<file path="src/fqsc_pkg.sv">
// Package for the free queue starvation counter bank.
package fqsc_pkg;
    localparam int FQSC_NUM_QUEUES = 12;
    localparam int FQSC_CNT_W = 8;
    localparam int FQSC_REG_W = 16;
    localparam int FQSC_ADDR_W = 4;
    localparam int FQSC_LO_LSB = 0;
    localparam int FQSC_HI_LSB = 8;
    localparam logic [7:0] FQSC_CNT_RESET = 8'h00;
    localparam logic [7:0] FQSC_CNT_MAX = 8'hFF;
    localparam logic [31:0] FQSC_UNMAPPED_DATA = 32'h0000_0000;
    // Word offsets of the counter registers and the status register.
    localparam logic [3:0] FQSC_OFF_Q0_Q1 = 4'h0;
    localparam logic [3:0] FQSC_OFF_Q2_Q3 = 4'h1;
    localparam logic [3:0] FQSC_OFF_Q4_Q5 = 4'h2;
    localparam logic [3:0] FQSC_OFF_Q6_Q7 = 4'h3;
    localparam logic [3:0] FQSC_OFF_Q8_Q9 = 4'h4;
    localparam logic [3:0] FQSC_OFF_Q10_Q11 = 4'h5;
    localparam logic [3:0] FQSC_OFF_STATUS = 4'h6;

    typedef struct packed {
        logic read;
        logic write;
        logic [3:0] address;
        logic [3:0] byteenable;
        logic [31:0] writedata;
    } fqsc_avm_req_t;

    typedef struct packed {
        logic waitrequest;
        logic readdatavalid;
        logic [31:0] readdata;
    } fqsc_avm_rsp_t;

    typedef enum logic [1:0] {
        FQSC_IDLE,
        FQSC_ANSWER
    } fqsc_bus_state_t;
endpackage

</file>
<file path="src/fqsc_counter.sv">
// One saturating event counter with clear on read.
`timescale 1ns/1ps
`default_nettype none
module fqsc_counter
    import fqsc_pkg::*;
#(
    parameter int WIDTH = FQSC_CNT_W
) (
    input wire logic clk_sys,
    input wire logic reset,
    input wire logic clk_en,
    input wire logic event_in,
    input wire logic clear_in,
    output var logic [WIDTH-1:0] count_r
);
    logic [WIDTH-1:0] count_nxt;
    wire at_max = &count_r;
    // A pop on the clearing cycle restarts at one so it is not lost.
    assign count_nxt = clear_in ? WIDTH'(event_in) :
        ((event_in && !at_max) ? count_r + 1'b1 : count_r); // RL1 RL6

    always_ff @(posedge clk_sys) begin
        if (reset) begin
            count_r <= '0;
        end else if (clk_en) begin
            count_r <= count_nxt;
        end
    end
endmodule
`default_nettype wire

</file>
<file path="src/fqsc_avalon_slave.sv">
// Avalon-MM slave handshake with a fixed one-cycle wait.
`timescale 1ns/1ps
`default_nettype none
module fqsc_avalon_slave
    import fqsc_pkg::*;
(
    input wire logic clk_sys,
    input wire logic reset,
    input wire logic clk_en,
    input wire fqsc_avm_req_t req,
    output var logic accept,
    output var logic waitrequest
);
    fqsc_bus_state_t state_r;
    fqsc_bus_state_t state_nxt;
    wire active = req.read || req.write;

    // The request stands one idle cycle so read data are registered first.
    assign accept = clk_en && (state_r == FQSC_ANSWER) && active;
    assign waitrequest = !(state_r == FQSC_ANSWER);

    always_comb begin
        state_nxt = state_r;
        case (state_r)
            FQSC_IDLE: begin
                if (active) begin
                    state_nxt = FQSC_ANSWER;
                end
            end
            FQSC_ANSWER: begin
                state_nxt = FQSC_IDLE;
            end
            default: begin
                state_nxt = FQSC_IDLE;
            end
        endcase
    end

    always_ff @(posedge clk_sys) begin
        if (reset) begin
            state_r <= FQSC_IDLE;
        end else if (clk_en) begin
            state_r <= state_nxt;
        end
    end
endmodule
`default_nettype wire

</file>
<file path="src/fqsc_top.sv">
// Free queue starvation counter bank with Avalon-MM register access.
// Operation
// RL1 - Each free queue has an 8-bit counter that adds one on a pop while empty.
// RL2 - A read of a counter register returns both counters and then clears both.
// RL3 - Software uses only full 16-bit word accesses, never byte accesses.
// RL4 - Register k holds the counter of queue 2k in bits 7 to 0.
// RL5 - Register k holds queue 2k+1 in bits 15 to 8, each counted on its own.
// RL6 - Counters saturate at 0xFF and a pop on a clearing read leaves one.
//
// Local design decisions: the Avalon-MM slave port and the register offsets.
`timescale 1ns/1ps
`default_nettype none
module fqsc_top
    import fqsc_pkg::*;
#(
    parameter int NUM_QUEUES = FQSC_NUM_QUEUES
) (
    input wire logic clk_sys,
    input wire logic reset,
    input wire logic clk_en,
    input wire logic [NUM_QUEUES-1:0] queue_pop,
    input wire logic [NUM_QUEUES-1:0] queue_empty,
    input wire logic [FQSC_ADDR_W-1:0] avs_address,
    input wire logic avs_read,
    input wire logic avs_write,
    input wire logic [3:0] avs_byteenable,
    input wire logic [31:0] avs_writedata,
    output var logic [31:0] avs_readdata,
    output var logic avs_waitrequest,
    output var logic byte_access_seen
);
    localparam int NUM_REGS = NUM_QUEUES / 2;

    fqsc_avm_req_t req;
    logic accept;
    logic wait_c;
    logic [31:0] readdata_r;
    logic [31:0] readdata_nxt;
    logic waitrequest_r;
    logic byte_seen_r;
    logic [FQSC_CNT_W-1:0] count [NUM_QUEUES];
    logic [NUM_QUEUES-1:0] clear_vec;
    logic [NUM_QUEUES-1:0] event_vec;
    logic [NUM_REGS-1:0] reg_hit;

    function automatic logic [FQSC_REG_W-1:0] pack_pair(
        input logic [FQSC_CNT_W-1:0] lo,
        input logic [FQSC_CNT_W-1:0] hi
    );
        pack_pair = {hi, lo}; // RL4 RL5
    endfunction

    assign req.read = avs_read;
    assign req.write = avs_write;
    assign req.address = avs_address;
    assign req.byteenable = avs_byteenable;
    assign req.writedata = avs_writedata;

    fqsc_avalon_slave u_slave (
        .clk_sys(clk_sys),
        .reset(reset),
        .clk_en(clk_en),
        .req(req),
        .accept(accept),
        .waitrequest(wait_c)
    );

    assign event_vec = queue_pop & queue_empty; // RL1

    // The pair clears on the edge that captures its read data, so a pop
    // on that edge restarts the count at one instead of being lost.
    wire capture_rd = clk_en && waitrequest_r && avs_read;

    genvar g;
    generate
        for (g = 0; g < NUM_REGS; g++) begin : g_reg
            assign reg_hit[g] = (avs_address == FQSC_ADDR_W'(g));
            assign clear_vec[2*g] = capture_rd && reg_hit[g]; // RL2
            assign clear_vec[2*g+1] = clear_vec[2*g]; // RL2
        end
        for (g = 0; g < NUM_QUEUES; g++) begin : g_cnt
            fqsc_counter #(.WIDTH(FQSC_CNT_W)) u_cnt (
                .clk_sys(clk_sys),
                .reset(reset),
                .clk_en(clk_en),
                .event_in(event_vec[g]),
                .clear_in(clear_vec[g]),
                .count_r(count[g])
            );
        end
    endgenerate

    // Read data are captured on the same edge that clears the pair.
    always_comb begin
        readdata_nxt = FQSC_UNMAPPED_DATA;
        for (int i = 0; i < NUM_REGS; i++) begin
            if (reg_hit[i]) begin
                readdata_nxt = {16'h0000,
                    pack_pair(count[2*i], count[2*i+1])}; // RL2
            end
        end
        if (avs_address == FQSC_OFF_STATUS) begin
            readdata_nxt = {31'h0000_0000, byte_seen_r};
        end
    end

    wire partial = (avs_read || avs_write) &&
        (avs_byteenable[1:0] != 2'b11);

    always_ff @(posedge clk_sys) begin
        if (reset) begin
            readdata_r <= 32'h0000_0000;
            waitrequest_r <= 1'b1;
            byte_seen_r <= 1'b0;
        end else if (clk_en) begin
            readdata_r <= readdata_nxt;
            waitrequest_r <= !(wait_c && (avs_read || avs_write));
            // Byte access is unsupported; flag it sticky for software.
            if (accept && partial) begin
                byte_seen_r <= 1'b1; // RL3
            end else if (accept && avs_write &&
                avs_address == FQSC_OFF_STATUS && avs_writedata[0]) begin
                byte_seen_r <= 1'b0;
            end
        end
    end

    assign avs_readdata = readdata_r;
    // Low only in the answer cycle; a flop keeps decode glitches off the pin.
    assign avs_waitrequest = waitrequest_r;
    assign byte_access_seen = byte_seen_r;
endmodule
`default_nettype wire

</file>
<file path="config.mk">
export PLATFORM = sky130hd
export DESIGN_NAME = fqsc_top
export DESIGN_NICKNAME = d
export VERILOG_FILES = /design/src/fqsc_pkg.sv /design/src/fqsc_counter.sv /design/src/fqsc_avalon_slave.sv /design/src/fqsc_top.sv
export SDC_FILE = /design/constraint.sdc
export NUM_CORES = 1
export LEC_CHECK = 0
export ABC_AREA = 1
export BUFFER_PORTS_ARGS = -buffer_cell sky130_fd_sc_hd__buf_2
export CORE_MARGIN = 10
export CORE_UTILIZATION = 50
export CTS_CLUSTER_SIZE = 28
export DETAILED_ROUTE_END_ITERATION = 8
export PLACE_DENSITY = 0.7
export SYNTH_ARGS = -nofsm -noshare
export SYNTH_HDL_FRONTEND = slang
export SYNTH_HIERARCHICAL = 1
export SYNTH_SLANG_ARGS = --single-unit
</file>
<file path="constraint.sdc">
create_clock -name clk_sys -period 2.9 [get_ports clk_sys]
set_input_delay 0.145 -clock clk_sys [delete_from_list [all_inputs] [get_ports clk_sys]]
set_output_delay 0.145 -clock clk_sys [all_outputs]
set_load 0.1 [all_outputs]
</file>
==> key figures <==
Min path
  – Worst-case hold path end point: byte_access_seen$_SDFFE_PP0P_
  – Startpoint of the most critical hold path: avs_byteenable[1]
  – Hold Path Class: in2reg
  – Hold Path Stages: 4

Clock network
  – CTS buffer count: 17
  – Clock tree sinks: 115
  – CTS tree: yes
  – Hold buffers post-CTS: 0
  – Clock Pin Slew Worst Setup and Hold Paths: 0.05 ns
  – Clock root cell: sky130_fd_sc_hd__clkbuf_16
  – Number of setup buffers added after CTS: 0
  – Maximum clock insertion buffer count: 2
  – H-tree levels: 4
  – Insertion delay of the later-clocked pin in the worst-skew pair: 0.42 ns
  – Post-cts sizing count: 0

STA
  – Hold violation total from the final report: 0
  – RSZ-0062 raised after global routing: false
  – Slew @ Worst Pin: 0.5794 ns
  – Setup-violating endpoint count in the final report: 0
  – Number of max-slew violations in the final report: 0
  – Final Cycle Share: 71.64%
  – Max Fclk: 481.3 MHz
  – Slew Limit Headroom: 61.37%
  – Total Neg Setup Slack: 0 ns
  – Layout Skew: 0.007869 ns
  – Post-route minimum period: 2.078 ns
  – Worst slack on hold paths: 0.02048 ns

GRT
  – Antenna violations before repair: 0
  – Via count of the first global-routing pass: 7,820
  – Largest net degree at the start of global routing: 68
  – Overall global routing resource usage: 20.26%
  – First-pass GRT wire length: 37.39 mm
  – Gr ovfl total: 0

Worst setup path
  – Cell class contributing the biggest share of worst-path delay: simple AND/OR/NAND/NOR gates
  – Endpoint arrival time on the critical path: 2.43 ns
  – Largest driver fanout on the critical path: 8
  – Worst setup EP type: flip-flop
  – Start-to-end type of the worst setup path: reg2reg
  – Worst-case reg-to-reg path depth: 8
  – CP max-delay cell: sky130_fd_sc_hd__nor2_1
  – Setup slack of the most critical reg-to-reg path: 0.82 ns
  – Count of buffering cells on the critical path with inverters included: 2
  – Crit start category: flip-flop
  – Launch instance of the worst register-to-register path: avs_waitrequest$_SDFFE_PP1P_
  – Endpoint of the lowest-slack register-to-register path: g_cnt[6].u_cnt/count_r[6]$_SDFFE_PP0P_
  – Crit path cell chain: nand3_1 -> nor2_1 -> inv_1 -> nand2_4 -> nand2_4 -> inv_2 -> nor2_1 -> nor2_1
  – Most frequent cell on the critical path: sky130_fd_sc_hd__nor2_1
  – Crit path required time: 3.26 ns
  – Delay of the slowest cell on the worst path: 0.54 ns

Floorplanning
  – Io pins: 103
  – Die height: 148.9 um
  – Starting Density: 50.62%
  – Die Area: 22,170 sq um
  – Total number of placement rows: 47
  – Placeable Area: 16,410 sq um
  – Die Span X: 148.9 um

Synth
  – Yosys warning total: 6
  – Number of storage elements in the synthesis netlist: 115
  – Asr flop ratio synth: 0%
  – Dominant cells by area after synthesis: sky130_fd_sc_hd__dfxtp_1, sky130_fd_sc_hd__nand2_1, sky130_fd_sc_hd__nor2_1
  – Top cells by instance count after synthesis: sky130_fd_sc_hd__nand2_1, sky130_fd_sc_hd__nor2_1, sky130_fd_sc_hd__nand3_1, sky130_fd_sc_hd__inv_1, sky130_fd_sc_hd__dfxtp_1
  – Dominant cell by count in the synthesized netlist: sky130_fd_sc_hd__nand2_1
  – Part of the Yosys area used for sequential elements: 27.72%
  – Syn Inst Count: 1,435
  – Synth Area per Inst: 5.788 sq um
  – Predominant post-synthesis flop cell: sky130_fd_sc_hd__dfxtp_1
  – Combined area of all synthesized cells: 8305 sq um
  – Library cells used by synthesis: 28
  – Synth top area share: 27.72%
  – Biggest area consumer among synthesized cells: sky130_fd_sc_hd__dfxtp_1
  – Number of flops mapped to enable cells by yosys: 0

Cells and area
  – Fraction of final layout cells with drive strength greater than 1: 11.38%
  – Final cell area excluding filler cells: 9251 sq um
  – Antenna diode instance count: 0
  – Post-synthesis to final-layout area growth: 11.39%
  – Number of nets in the layout: 1,572
  – Count of filler cells inserted in the layout: 1,660

Power and ir drop
  – Peak ir drop on the vdd network: 417.5 uV
  – Reported leakage power: 0.004288 uW
  – Cell area power density: 463.5 nW/um^2

Run
  – Total of max-cap violations: 0

Placed design
  – Detailed placement HPWL: 16.24 mm
  – Routability congestion estimate: 0.9064
  – Cell area after placement: 8705 sq um
  – PortBufs: 53

Route
  – Average wire length per cell after detail routing: 13.02 um
  – Total length of routed wires: 22.43 mm
  – Per-cell via count in the routed design: 5.097
  – DRC violation count after routing: 0
  – Via count of the routed design: 8,777
  – First-iteration detailed-routing DRC count: 700
  – Number of optimization iterations in the first detailed-route pass: 5
  – Number of routed nets with antenna violations: 0

Status
  – Result of the run: finished clean
[worst max-delay path by stage]
stage	cells past startpoint	to	startpoint	slack [ns]
floorplan	8	g_cnt[0].u_cnt/count_r[6]$_SDFFE_PP0P_	avs_waitrequest$_SDFFE_PP1P_	-0.20
global placement	9	g_cnt[6].u_cnt/count_r[7]$_SDFFE_PP0P_	clk_en	0.73
detailed placement	9	g_cnt[6].u_cnt/count_r[6]$_SDFFE_PP0P_	clk_en	0.73
CTS	8	g_cnt[6].u_cnt/count_r[6]$_SDFFE_PP0P_	avs_waitrequest$_SDFFE_PP1P_	0.86
global route	8	g_cnt[6].u_cnt/count_r[0]$_SDFFE_PP0P_	avs_waitrequest$_SDFFE_PP1P_	0.58
finish	8	g_cnt[6].u_cnt/count_r[6]$_SDFFE_PP0P_	avs_waitrequest$_SDFFE_PP1P_	0.82
[flip-flops by register name, indices dropped and copies added, names as in the netlist]
register             count
avs_waitrequest          1
byte_access_seen         1
avs_readdata            16
g_cnt.u_cnt/count_r     96
u_slave/state_r          1
[layer usage]
metal	vias up	GRT usage [%]	part of all wire (%)
met3	22	4.430	7.2
met2	287	30.85	43
li1	4574	-	-
met4	0	6.133	1.6
met5	-	0	0
met1	3894	27.90	49
[through the flow]
stage / instances / total power [uW] / worst slack (ns) / utilization [%]
after CTS: 1722 / 4319 / 0.8574 / 56.39
after global placement: 1692 / 2304 / 0.7293 / 53.05
after floorplan: 1450 / 2197 / -0.2013 / -
after global routing: 1722 / 4460 / 0.5804 / 56.39
final: 1722 / 4288 / 0.8225 / 56.39
after detailed placement: 1692 / 2312 / 0.7329 / 53.05
[cells by family (layout without fill, tap and decap cells)]
| logic type | Yosys count | after routing | synth area share [%] |
|---|---|---|---|
| adders and majority gates | 12 | 12 | 1.808 |
| DFF | 115 | 115 | 27.72 |
| and+or+nand+nor | 983 | 983 | 52.32 |
| AOI/OAI and AO/OA | 96 | 96 | 5.966 |
| buffers and inverters | 228 | 280 | 12.14 |
| other | 1 | 16 | 0.04515 |
[worst reg2reg max path, delay by kind of cell, from the launching register on]
kind	cells	cell delay [ns]
buffers and inverters	2	0.39
AND/OR/NAND/NOR	6	1.29
flip-flops	1	0.35
[power breakdown]
part | internal, uW | leakage (uW) | total [uW] | switching (uW)
clock | 1240 | 0.000267 | 2000 | 764
sequential | 1630 | 0.000935 | 1700 | 68.0
combinational | 151 | 0.00309 | 583 | 433
total | 3020 | 0.00429 | 4290 | 1260
[area by class of cell]
| class | instances | area [sq um] | area share (%) |
|---|---|---|---|
| clock buffer | 18 | 429.2 | 4.639 |
| clock inverter | 12 | 117.6 | 1.271 |
| inverter | 185 | 699.4 | 7.560 |
| multi-input combinational | 1107 | 5057 | 54.67 |
| sequential | 115 | 2302 | 24.89 |
| tap | 220 | 275.3 | 2.975 |
| timing repair buffer | 65 | 370.4 | 4.003 |
[layout by cell type, fill, tap and decap left out, drive strengths merged]
master    Yosys  layout
nand4        14      14
clkbuf        2      18
inv         183     183
o21ai        14      14
nand3       185     185
clkinv        2       9
nor3         24      24
buf          41      65
nand2       447     447
a21oi        81      81
conb          1      16
nor2        311     311
dfxtp       115     115
bufinv        0       2
a211o         1       1
ha           12      12
nor4          2       2
clkinvlp      0       3
No activity file was read; power rests on OpenSTA's default activity.
